$ cat src/verilog/ebha_pkg.sv
package ebha_pkg;
  localparam int ADDR_W_DEF = 16;
  localparam int SEG_W_DEF  = 7;
  localparam int DATA_W_DEF = 16;
  localparam int CS_W_DEF   = 5;
  localparam logic RST_SLAVE_MODE = 1'b0;
  typedef enum logic [1:0] {
    EBHA_RUN     = 2'b00,
    EBHA_DRAIN   = 2'b01,
    EBHA_HOLD    = 2'b11,
    EBHA_RELEASE = 2'b10
  } ebha_state_t;
endpackage

$ cat src/verilog/ebha_arbiter.sv
`timescale 1ns/1ps
module ebha_arbiter
  import ebha_pkg::*;
#(
  parameter int ADDR_W = ADDR_W_DEF,
  parameter int SEG_W  = SEG_W_DEF,
  parameter int DATA_W = DATA_W_DEF,
  parameter int CS_W   = CS_W_DEF
) (
  input  wire logic              mclk,
  input  wire logic              resetn,
  // core side
  input  wire logic              arbitration_enable,
  input  wire logic              slave_mode_select,
  input  wire logic              open_drain_cs,
  input  wire logic              byte_split_writes,
  input  wire logic              ext_req,
  input  wire logic              ext_write,
  input  wire logic              ext_done,
  input  wire logic              per_req,
  input  wire logic              per_write,
  input  wire logic              per_ale,
  input  wire logic [ADDR_W-1:0] cyc_addr,
  input  wire logic [SEG_W-1:0]  cyc_seg,
  input  wire logic [DATA_W-1:0] cyc_wdata,
  input  wire logic              cyc_bhe_n,
  input  wire logic [CS_W-1:0]   cyc_cs_n,
  input  wire logic              shared_pin_direction,
  input  wire logic              shared_pin_data,
  output logic                   ext_stall,
  output logic                   in_hold,
  output logic                   internal_periph_select_n,
  // arbitration pins
  input  wire logic              hold_req_n,
  input  wire logic              hold_grant_n_in,
  output logic                   hold_grant_n_out,
  output logic                   hold_grant_n_oe,
  output logic                   bus_request_n,
  output logic                   bus_request_n_oe,
  // bus pins
  output logic [ADDR_W-1:0]      address_port,
  output logic                   address_port_oe,
  output logic [SEG_W-1:0]       seg_addr,
  output logic                   seg_addr_oe,
  output logic [DATA_W-1:0]      data_port_out,
  output logic                   data_port_oe,
  output logic                   ale,
  output logic                   ale_oe,
  output logic                   read_n,
  output logic                   write_low_byte_n,
  output logic                   write_high_byte_n,
  output logic                   byte_high_enable_n,
  output logic                   strobes_oe,
  output logic [CS_W-1:0]        cs_n,
  output logic                   cs_oe,
  output logic                   shared_pin_out,
  output logic                   shared_pin_oe
);

  // reset release
  logic rst_s1_reg;
  logic rst_n;
  always_ff @(posedge mclk or negedge resetn) begin
    if (!resetn) begin
      rst_s1_reg <= 1'b0;
      rst_n      <= 1'b0;
    end else begin
      rst_s1_reg <= 1'b1;
      rst_n      <= rst_s1_reg;
    end
  end

  // two-flop synchronisers for hold request and slave grant input
  logic hreq_s1_reg, hreq_s2_reg, hgnt_s1_reg, hgnt_s2_reg;
  always_ff @(posedge mclk or negedge rst_n) begin
    if (!rst_n) begin
      hreq_s1_reg <= 1'b1;
      hreq_s2_reg <= 1'b1;
      hgnt_s1_reg <= 1'b1;
      hgnt_s2_reg <= 1'b1;
    end else begin
      hreq_s1_reg <= hold_req_n;
      hreq_s2_reg <= hreq_s1_reg;
      hgnt_s1_reg <= hold_grant_n_in;
      hgnt_s2_reg <= hgnt_s1_reg;
    end
  end

  // sticky arbitration pin function, slave mode register resampled from slave_mode_select every cycle
  logic pins_armed_reg;
  logic slave_reg;
  always_ff @(posedge mclk or negedge rst_n) begin
    if (!rst_n) begin
      pins_armed_reg <= 1'b0;
      slave_reg      <= RST_SLAVE_MODE;
    end else begin
      pins_armed_reg <= pins_armed_reg | arbitration_enable;
      slave_reg      <= slave_mode_select;
    end
  end

  // hold is requested when the synced request is low; in slave mode
  // the partner grant low also means another master owns the bus
  wire hold_asked = ~hreq_s2_reg | (slave_reg & ~hgnt_s2_reg);
  wire cycle_busy = ext_req & ~ext_done;

  ebha_state_t state_reg, state_next;
  always_comb begin
    state_next = state_reg;
    case (state_reg)
      EBHA_RUN:
        if (arbitration_enable && hold_asked)
          state_next = EBHA_DRAIN;
      EBHA_DRAIN:
        if (!cycle_busy)
          state_next = EBHA_HOLD;
      EBHA_HOLD:
        if (!hold_asked)
          state_next = EBHA_RELEASE;
      EBHA_RELEASE:
        state_next = EBHA_RUN;
      default:
        state_next = EBHA_RUN;
    endcase
  end

  always_ff @(posedge mclk or negedge rst_n) begin
    if (!rst_n) state_reg <= EBHA_RUN;
    else        state_reg <= state_next;
  end

  wire holding   = (state_reg == EBHA_HOLD);
  wire ext_cycle = ext_req & ~holding & (state_reg != EBHA_DRAIN | cycle_busy);
  wire per_cycle = per_req & ~ext_cycle;

  // last-address holders: update only on real cycles
  logic [ADDR_W-1:0] addr_reg;
  logic [SEG_W-1:0]  seg_reg;
  logic              bhe_reg;
  logic [CS_W-1:0]   cs_last_reg;
  always_ff @(posedge mclk or negedge rst_n) begin
    if (!rst_n) begin
      addr_reg    <= '0;
      seg_reg     <= '0;
      bhe_reg     <= 1'b1;
      cs_last_reg <= '1;
    end else if (ext_cycle || per_cycle) begin
      addr_reg    <= cyc_addr;
      seg_reg     <= cyc_seg;
      bhe_reg     <= cyc_bhe_n;
      cs_last_reg <= per_cycle ? '1 : cyc_cs_n;
    end
  end

  // next pin values
  wire       drv_data = (ext_cycle & ext_write) | (per_cycle & per_write);
  wire       rd_next  = ~(ext_cycle & ~ext_write);
  wire       wr_act   = ext_cycle & ext_write;
  wire       wrl_next = ~wr_act;
  wire       wrh_next = byte_split_writes ? ~(wr_act & ~cyc_bhe_n) : 1'b1;
  wire       bhe_next = byte_split_writes ? wrh_next
                                          : ((ext_cycle | per_cycle) ? cyc_bhe_n : bhe_reg);
  wire       ale_next = per_cycle ? per_ale : ext_cycle;
  wire [CS_W-1:0] cs_next = ext_cycle ? cyc_cs_n : (per_cycle ? '1 : cs_last_reg);

  // registered pin drivers
  always_ff @(posedge mclk or negedge rst_n) begin
    if (!rst_n) begin
      address_port       <= '0;
      address_port_oe    <= 1'b1;
      seg_addr           <= '0;
      seg_addr_oe        <= 1'b1;
      data_port_out      <= '0;
      data_port_oe       <= 1'b0;
      ale                <= 1'b0;
      ale_oe             <= 1'b1;
      read_n             <= 1'b1;
      write_low_byte_n   <= 1'b1;
      write_high_byte_n  <= 1'b1;
      byte_high_enable_n <= 1'b1;
      strobes_oe         <= 1'b1;
      cs_n               <= '1;
      cs_oe              <= 1'b1;
    end else if (holding) begin
      address_port_oe    <= 1'b0;
      seg_addr_oe        <= 1'b0;
      data_port_oe       <= 1'b0;
      ale                <= 1'b0;
      ale_oe             <= 1'b0;
      read_n             <= 1'b1;
      write_low_byte_n   <= 1'b1;
      write_high_byte_n  <= 1'b1;
      byte_high_enable_n <= 1'b1;
      strobes_oe         <= 1'b0;
      cs_n               <= '1;
      cs_oe              <= ~open_drain_cs;
    end else begin
      address_port       <= (ext_cycle | per_cycle) ? cyc_addr : addr_reg;
      address_port_oe    <= 1'b1;
      seg_addr           <= (ext_cycle | per_cycle) ? cyc_seg : seg_reg;
      seg_addr_oe        <= 1'b1;
      data_port_out      <= cyc_wdata;
      data_port_oe       <= drv_data;
      ale                <= ale_next;
      ale_oe             <= 1'b1;
      read_n             <= rd_next;
      write_low_byte_n   <= wrl_next;
      write_high_byte_n  <= wrh_next;
      byte_high_enable_n <= bhe_next;
      strobes_oe         <= 1'b1;
      cs_n               <= cs_next;
      cs_oe              <= 1'b1;
    end
  end

  // arbitration pin drivers and core handshakes
  always_ff @(posedge mclk or negedge rst_n) begin
    if (!rst_n) begin
      hold_grant_n_out         <= 1'b1;
      hold_grant_n_oe          <= 1'b0;
      bus_request_n            <= 1'b1;
      bus_request_n_oe         <= 1'b0;
      ext_stall                <= 1'b0;
      in_hold                  <= 1'b0;
      internal_periph_select_n <= 1'b1;
      shared_pin_out           <= 1'b0;
      shared_pin_oe            <= 1'b0;
    end else begin
      hold_grant_n_out         <= ~holding;
      hold_grant_n_oe          <= pins_armed_reg & ~slave_reg;
      bus_request_n            <= ~(holding & ext_req);
      bus_request_n_oe         <= pins_armed_reg;
      ext_stall                <= holding & ext_req;
      in_hold                  <= holding;
      internal_periph_select_n <= ~per_cycle;
      shared_pin_out           <= shared_pin_data;
      shared_pin_oe            <= holding & shared_pin_direction;
    end
  end

endmodule

$ cat config.mk
export PLATFORM = sky130hd
export DESIGN_NAME = ebha_arbiter
export DESIGN_NICKNAME = d
export VERILOG_FILES = /design/src/verilog/ebha_pkg.sv /design/src/verilog/ebha_arbiter.sv
export SDC_FILE = /design/constraint.sdc
export NUM_CORES = 1
export LEC_CHECK = 0
export BUFFER_PORTS_ARGS = -buffer_cell sky130_fd_sc_hd__buf_2
export CORE_ASPECT_RATIO = 1.2
export CORE_UTILIZATION = 50
export CTS_BUF_LIST = sky130_fd_sc_hd__clkbuf_2 sky130_fd_sc_hd__clkbuf_4 sky130_fd_sc_hd__clkbuf_8
export DETAILED_ROUTE_END_ITERATION = 8
export PLACE_DENSITY = 0.79
export SLEW_MARGIN = 20
export SYNTH_ARGS = -nofsm -noshare
export SYNTH_HDL_FRONTEND = slang
export SYNTH_SLANG_ARGS = --single-unit
export TNS_END_PERCENT = 30
$ cat constraint.sdc
create_clock -name mclk -period 5.5 [get_ports mclk]
set_clock_uncertainty 0.15 [all_clocks]
set_input_delay 0.825 -clock mclk [delete_from_list [all_inputs] [get_ports mclk]]
set_output_delay 0.825 -clock mclk [all_outputs]
set_load 0.02 [all_outputs]
==> flow_metrics.py, run 1 <==
metrics = {
    "outcome": {
        "status": "complete, no violations",
    },
    "floorplanning": {
        "die_area_sq_mm": 0.007777,
        "core_sq_mm": 0.007232,
        "initial_core_util_pct": 51.35,
        "die_h_um": 96.41,
        "rows": 34,
        "ios": 125,
        "die_width_um": 80.67,
    },
    "global_route": {
        "met2_usage_pct": 31.85,
        "first_global_vias": 2230,
        "use_met1_pct": 23.10,
        "grt.busiest_layer": "met2",
        "grt_overflow": 0,
        "grt_pass1_wl_um": 10670,
        "grt_usage_pct": 18.44,
        "use_met3_pct": 4.507,
        "grt_max_degree": 56,
        "grt_antenna_before_repair": 0,
    },
    "timing": {
        "timing.final.ws_setup_ns": 2.920,
        "setup_viol": 0,
        "drv_slew": 0,
        "tightest_slew_ns": 1.063,
        "rsz0062_at_grt": "no",
        "period_share_pct": 46.90,
        "fin_hold_ws_ns": 0.08798,
        "slew-limit-headroom_pct": 28.96,
        "hold_viol": 0,
        "fmax_ghz": 0.3876,
        "post-route-min-period_ns": 2.580,
        "finalSetupTns_ns": 0,
    },
    "drt": {
        "wl_per_cell_um": 15.26,
        "drtIter0Drc": 98,
        "vias": 2217,
        "via_per_inst": 4.949,
        "ant_nets": 0,
        "drcViolationCount": 0,
        "firstDrtPassIters": 4,
        "drt_wl_total_um": 6835,
    },
    "synthesis": {
        "synth_cell_types": 26,
        "netlist_area_sq_mm": 0.003714,
        "synthCells": 229,
        "synth_fp_nets": 290,
        "ys_warn_count": 0,
        "avgSynthCellArea_sq_um": 16.22,
        "seq_area_frac_synth_pct": 67.49,
        "synthTopCellsByArea": "dfrtp_1 51%, dfstp_2 16%, mux2_4 15%",
        "synth_area_leader_cell": "dfrtp_1",
        "yosys_register_bits": 99,
        "yosysTopAreaCellShare_pct": 51.21,
    },
    "placement": {
        "io_buffers": 124,
        "dpl.cell_count": 432,
        "placed_cell_area_sq_mm": 0.004379,
        "post-place-ws_ns": 2.627,
        "hpwl_um": 4769,
        "gp_congestion": 0.7464,
    },
    "setup_path": {
        "end_kind": "flip-flop",
        "critPathMaxFanout": 32,
        "start_kind": "flip-flop",
        "cp.required_ns": 5.58,
        "critical_path_class": "reg2reg",
        "arrival_ns": 2.65,
    },
    "cts": {
        "clk_pin_slew_ns": 0.10,
        "cts-htree-levels": 3,
        "ctsHoldBuffers": 0,
        "cts_tree": "yes",
        "cts.path.max_buffers": 2,
        "clockRootBuffer": "clkbuf_8",
        "cts_sinks": 99,
        "cts_setup_buffers": 0,
        "cts_made_buffers": 9,
        "clock_latency_ns": 0.35,
        "cts_resized": 0,
    },
    "final_layout": {
        "syn2layout_area_growth_pct": 24.06,
        "seq_area_sq_mm": 0.002510,
        "n_antenna_cell": 0,
        "fin_cells": 448,
        "fin_util_pct": 63.70,
        "postLayoutCellArea_sq_mm": 0.004607,
        "fin_nets": 414,
        "final_layout_size_suffix_gt1_share_pct": 64.80,
        "multi_input_area_sq_mm": 0.001117,
        "nFillCells": 579,
    },
    "power": {
        "power_frac_comb_pct": 37.2,
        "power_density_mw_per_mm2": 562.6,
        "p_seq_share_pct": 42.8,
        "p_clk_share_pct": 20.0,
        "p_int_mw": 1.703,
        "p_leak_nw": 2.236,
        "vdd.ir_drop.worst_uv": 283.8,
        "netSwitchingPower_mw": 0.8889,
        "switching_share_pct": 34.30,
        "finalPower_mw": 2.592,
    },
    "job": {
        "cap_violations": 0,
    },
    "min_path": {
        "hp-class": "in2async",
    },
}
final timing paths:
check	to	depth (start not counted)	slack [ns]	start
max	data_port_out[8]	3	2.92	state_reg[0]
min	rst_n	1	0.09	resetn
max reg2reg	data_port_out[8]	3	2.92	state_reg[0]
min reg2reg	data_port_out[6]	0	0.17	rst_n
max in group asynchronous	bus_request_n_oe	1	3.91	rst_n
min in group mclk	hreq_s2_reg	0	0.21	hreq_s1_reg
layer usage:
metal / vias to the layer above / routed length [um] / part of all wire [%]
li1: 1016 / - / -
met1: 1123 / 2842 / 42
met2: 71 / 3594 / 53
met3: 7 / 305 / 4.5
met4: 0 / 93 / 1.4
met5: - / 0 / 0
area by class of cell:
cell class / count / area share [%]
clock buffers: 12 / 3.313
clock inverters: 4 / 1.630
inverters: 3 / 0.2444
multi-input cells: 115 / 24.25
flip-flops and latches: 99 / 54.48
well taps: 90 / 2.444
repair buffers: 125 / 13.63
cell families (layout without fill, tap and decap cells):
group / Yosys count / count (layout) / share of synthesized area, %
AO/OA/AOI/OAI: 14 / 14 / 2.628
buffers and inverters: 15 / 144 / 2.493
flip-flops: 99 / 99 / 67.49
multiplexers: 63 / 63 / 22.74
other: 1 / 1 / 0.1010
AND/OR/NAND/NOR: 37 / 37 / 4.549
layout by cell type (no fill, tap or decap), drive strengths merged, types with 2 or more instances in the layout:
cell type | Yosys | routed
nor3 | 6 | 6
dfstp | 23 | 23
mux2 | 63 | 63
a21oi | 2 | 2
bufinv | 0 | 2
nand3 | 2 | 2
nor2b | 2 | 2
buf | 11 | 125
nand2 | 9 | 9
dfrtp | 76 | 76
nor2 | 13 | 13
inv | 3 | 4
o21ai | 10 | 10
clkbuf | 1 | 12
power by group through the flow:
stage	Sequential, mW	Combinational [mW]	Clock [mW]
finish	1.11	0.965	0.518
global placement	1.11	0.956	0
floorplan	1.34	0.478	0
detailed placement	1.12	0.977	0
CTS	1.11	0.977	0.532
global route	1.14	1.04	0.563
synthesized netlist by cell type:
| library cell | count |
|---|---|
| buf_2 | 5 |
| buf_4 | 4 |
| o21ai_4 | 1 |
| mux2_4 | 36 |
| a21boi_0 | 1 |
| clkbuf_1 | 1 |
| nand3_1 | 2 |
| a211oi_1 | 1 |
| dfstp_2 | 23 |
| and2_0 | 1 |
| o21ai_0 | 9 |
| or2_2 | 1 |
| nor2_1 | 13 |
| nor3_1 | 6 |
| a21oi_4 | 1 |
| buf_6 | 2 |
| nand2b_1 | 1 |
| conb_1 | 1 |
| a21oi_1 | 1 |
| nor2b_1 | 2 |
| nand2_1 | 9 |
| and3_1 | 1 |
| dfrtp_1 | 76 |
| mux2_2 | 27 |
| nor4b_1 | 1 |
| inv_1 | 3 |
critical path, cell delays in order (launching register included):
cell and delay [ns]:
dfrtp_1 0.50, nand2_2 0.59, inv_1 0.81, mux2_2 0.41
(Power assumes the default switching activity.)
==> run 2: changes to the inputs <==
==> constraint.sdc (replaced) <==
create_clock -name mclk -period 2.68 [get_ports mclk]
set_clock_uncertainty 0.15 [all_clocks]
set_input_delay 0.402 -clock mclk [delete_from_list [all_inputs] [get_ports mclk]]
set_output_delay 0.402 -clock mclk [all_outputs]
set_load 0.02 [all_outputs]
==> flow_metrics.py, run 2 (synthesis results as in run 1) <==
metrics = {
    "cts": {
        "cts_resized": 0,
        "cts_setup_buffers": 0,
        "clockRootBuffer": "clkbuf_8",
        "cts_sinks": 99,
        "cts-htree-levels": 3,
        "cts_tree": "yes",
        "clk_pin_slew_ns": 0.09,
        "cts_made_buffers": 9,
        "ctsHoldBuffers": 6,
        "clock_latency_ns": 0.36,
        "cts.path.max_buffers": 2,
    },
    "floorplanning": {
        "ios": 125,
        "die_h_um": 96.41,
        "die_width_um": 80.67,
        "rows": 34,
        "die_area_sq_mm": 0.007777,
        "core_sq_mm": 0.007232,
        "initial_core_util_pct": 51.35,
    },
    "global_route": {
        "first_global_vias": 2231,
        "grt_pass1_wl_um": 10740,
        "grt_usage_pct": 18.65,
        "grt_max_degree": 53,
        "grt_antenna_before_repair": 0,
        "grt_overflow": 0,
    },
    "setup_path": {
        "cpMaxStageDelayCell": "dfrtp_1",
        "cp.depth": 5,
        "critical_path_class": "reg2reg",
        "cp_num_buf_inv": 1,
        "cp-startpoint": "state_reg[0]",
        "arrival_ns": 2.19,
        "critPathMaxFanout": 25,
        "rrSetupSlack_ns": 0.57,
        "cpMostUsedCell": "mux2_2",
        "cp.required_ns": 2.77,
        "cp_top_family": "multiplexers",
        "reg2reg_to": "seg_addr[5]",
        "slowest_delay_ns": 0.52,
        "reg2reg_depth": 5,
        "end_kind": "flip-flop",
        "start_kind": "flip-flop",
        "crit_end": "seg_addr[5]",
        "r2r-start": "state_reg[0]",
        "crit_chain": "o21ai_4, a21oi_4, buf_4, mux2_2, mux2_2",
    },
    "final_layout": {
        "mostFrequentLayoutCell": "buf_2",
        "postLayoutCellArea_sq_mm": 0.004659,
        "multi_input_area_sq_mm": 0.001117,
        "nFillCells": 568,
        "fin_util_pct": 64.43,
        "final_layout_size_suffix_gt1_share_pct": 64.03,
        "fin_nets": 423,
        "seq_area_sq_mm": 0.002510,
        "layout_common_cells": "124 x buf_2, 75 x dfrtp_1, 36 x mux2_4",
        "n_antenna_cell": 0,
        "syn2layout_area_growth_pct": 25.47,
    },
    "placement": {
        "post-place-ws_ns": 0.5776,
        "gp_congestion": 0.7124,
        "placed_cell_area_sq_mm": 0.004414,
        "io_buffers": 124,
        "hpwl_um": 4656,
    },
    "timing": {
        "setup_viol": 0,
        "period_share_pct": 78.62,
        "finalSetupTns_ns": 0,
        "tightest_slew_ns": 0.6634,
        "post-route-min-period_ns": 2.107,
        "fmax_ghz": 0.4746,
        "drv_slew": 0,
        "hold_viol": 0,
        "rsz0062_at_grt": "no",
        "slew-limit-headroom_pct": 55.78,
        "timing.final.ws_setup_ns": 0.5730,
    },
    "drt": {
        "ant_nets": 0,
        "drt_wl_total_um": 6806,
        "firstDrtPassIters": 6,
        "drcViolationCount": 0,
        "wl_per_cell_um": 14.89,
        "via_per_inst": 4.877,
        "drtIter0Drc": 67,
        "vias": 2229,
    },
    "min_path": {
        "hp-class": "in2reg",
        "holdCritStartpoint": "byte_split_writes",
    },
    "power": {
        "vdd.ir_drop.worst_uv": 713.2,
        "finalPower_mw": 5.160,
        "power_density_mw_per_mm2": 1108,
        "p_leak_nw": 2.256,
    },
    "outcome": {
        "status": "complete, no violations",
    },
    "job": {
        "cap_violations": 0,
    },
}
==> run 2: metrics by stage <==
stage,std cells,hold WS [ns]
2_1_floorplan,229,-0.04359
3_3_place_gp,435,0.03739
3_5_place_dp,435,0.04153
4_1_cts,457,0.03186
5_1_grt,457,0.04629
6_report,457,0.04471
==> run 2: worst min path at each step <==
stage | to | cells after the start
4_1_cts | write_high_byte_n | 2
2_1_floorplan | rst_n | 0
3_5_place_dp | rst_s1_reg | 1
6_report | write_high_byte_n | 2
5_1_grt | write_high_byte_n | 2
3_3_place_gp | rst_s1_reg | 1
==> run 2: final cells by class <==
type | count | area share, %
Tap cell | 90 | 2.417
Clock inverter | 6 | 1.020
Multi-Input combinational cell | 115 | 23.98
Timing Repair Buffer | 134 | 15.52
Sequential cell | 99 | 53.87
Inverter | 3 | 0.2417
Clock buffer | 10 | 2.954
==> run 2: worst reg2reg max path: cells and delay by family (launching register included) <==
family                 cells  cell delay [ns]
flip-flops                 1             0.52
buffers and inverters      1             0.38
AO/OA/AOI/OAI              2             0.28
multiplexers               2             0.67
==> run 2: power by group <==
group / switching (mW) / internal [mW] / leakage [nW] / total (mW)
clock network: 0.516 / 0.371 / 0.0933 / 0.888
logic: 1.09 / 0.911 / 1.04 / 2.00
registers: 0.254 / 2.02 / 1.13 / 2.27
==> run 2: layer usage <==
| metal | routed length [um] | track usage, % | part of all wire (%) | vias to the layer above |
|---|---|---|---|---|
| li1 | - | - | - | 1034 |
| met1 | 2909 | 23.98 | 43 | 1110 |
| met2 | 3501 | 30.93 | 51 | 73 |
| met3 | 265 | 3.756 | 3.9 | 12 |
| met4 | 129 | 7.738 | 1.9 | 0 |
| met5 | 0 | 0 | 0 | - |
==> run 3: changes to the inputs <==
==> constraint.sdc (replaced) <==
create_clock -name mclk -period 1.95 [get_ports mclk]
set_clock_uncertainty 0.15 [all_clocks]
set_input_delay 0.2925 -clock mclk [delete_from_list [all_inputs] [get_ports mclk]]
set_output_delay 0.2925 -clock mclk [all_outputs]
set_load 0.02 [all_outputs]
==> flow_metrics.py, run 3 (synthesis results as in run 1) <==
metrics = {
    "drt": {
        "firstDrtPassIters": 4,
        "vias": 2294,
        "via_per_inst": 4.902,
        "drtIter0Drc": 82,
        "wl_per_cell_um": 14.75,
        "drcViolationCount": 0,
        "drt_wl_total_um": 6903,
        "ant_nets": 0,
    },
    "cts": {
        "cts_made_buffers": 9,
        "cts.path.max_buffers": 2,
        "clk_pin_slew_ns": 0.09,
        "cts_sinks": 99,
        "cts-htree-levels": 3,
        "clockRootBuffer": "clkbuf_8",
        "cts_tree": "yes",
        "clock_latency_ns": 0.35,
    },
    "final_layout": {
        "final_layout_size_suffix_gt1_share_pct": 63.76,
        "syn2layout_area_growth_pct": 30.29,
        "postLayoutCellArea_sq_mm": 0.004838,
        "layout_common_cells": "124 x buf_2, 75 x dfrtp_1, 36 x mux2_4",
        "fin_nets": 434,
        "mostFrequentLayoutCell": "buf_2",
        "n_antenna_cell": 0,
    },
    "floorplanning": {
        "initial_core_util_pct": 51.35,
        "die_area_sq_mm": 0.007777,
        "rows": 34,
        "ios": 125,
        "die_h_um": 96.41,
        "die_width_um": 80.67,
        "core_sq_mm": 0.007232,
    },
    "global_route": {
        "grt_overflow": 0,
        "first_global_vias": 2299,
        "grt_antenna_before_repair": 0,
        "grt_max_degree": 37,
        "grt_usage_pct": 18.50,
        "grt_pass1_wl_um": 10620,
    },
    "placement": {
        "placed_cell_area_sq_mm": 0.004497,
        "hpwl_um": 4873,
        "io_buffers": 124,
        "gp_congestion": 0.7291,
    },
    "setup_path": {
        "cp.required_ns": 2.04,
        "critical_path_class": "reg2reg",
        "arrival_ns": 1.88,
        "start_kind": "flip-flop",
        "end_kind": "flip-flop",
        "critPathMaxFanout": 25,
    },
    "timing": {
        "hold_viol": 0,
        "period_share_pct": 92.15,
        "finalSetupTns_ns": 0,
        "rsz0062_at_grt": "no",
        "drv_slew": 0,
        "post-route-min-period_ns": 1.797,
        "setup_viol": 0,
        "fmax_ghz": 0.5565,
    },
    "power": {
        "p_leak_nw": 2.343,
        "vdd.ir_drop.worst_uv": 825.1,
        "power_density_mw_per_mm2": 1544,
    },
    "job": {
        "cap_violations": 0,
    },
    "outcome": {
        "status": "complete, no violations",
    },
    "min_path": {
        "hp-class": "in2reg",
    },
}
run 3: worst paths after layout:
| check | start | endpoint | slack (ns) | cells after the start |
|---|---|---|---|---|
| max | state_reg[1] | seg_addr[5] | 0.15 | 5 |
| min | cyc_wdata[5] | data_port_out[5] | 0.02 | 2 |
| max reg2reg | state_reg[1] | seg_addr[5] | 0.15 | 5 |
| min reg2reg | rst_n | data_port_out[3] | 0.11 | 0 |
| max in group asynchronous | rst_n | byte_high_enable_n | 0.95 | 1 |
| min in group asynchronous | resetn | rst_n | 0.10 | 2 |
run 3: area by class of cell:
cell class              instances  area (sq um)
fillers                       543          2394
multi-input cells             115          1117
inverters                       3         11.26
repair buffers                145         855.8
well taps                      90         112.6
clock buffers                  11         145.1
clock inverters                 5         86.33
flip-flops and latches         99          2510
run 3: report_power, final:
group | switching (mW) | internal (mW) | total, mW
Combinational | 1.57 | 1.36 | 2.93
Sequential | 0.304 | 2.78 | 3.08
Clock | 0.684 | 0.779 | 1.46
run 3: repair_timing:
item                                   CTS  global route
hold buffers                             9             2
resized for setup                        0             0
buffers inserted                         0             0
endpoints found under the hold margin   10             2
run 3: layer usage:
metal	wire length (um)	track usage (%)	share of wire [%]	vias up
met5	0	0	0	-
met4	169	8.631	2.4	0
met3	316	5.070	4.6	15
met2	3542	29.87	51	72
met1	2874	23.18	42	1144
li1	-	-	-	1063
run 3: through the flow:
stage,std cells,utilization (%),hold WS (ns),power (mW),setup WS [ns]
floorplan,229,-,-0.1531,5.117,0.1506
global placement,441,62.18,-0.07128,5.955,0.1777
detailed placement,441,62.18,-0.06774,6.051,0.1423
CTS,466,66.63,0.004111,7.535,0.1545
global route,468,66.90,0.0003817,7.874,0.1014
finish,468,66.90,0.02097,7.469,0.1531
run 3: worst max-delay path: stages, from the launching register on:
cell     delay (ns)
dfrtp_1        0.40
o21ai_4        0.09
a21oi_4        0.17
buf_12         0.22
mux2_2         0.37
mux2_2         0.26
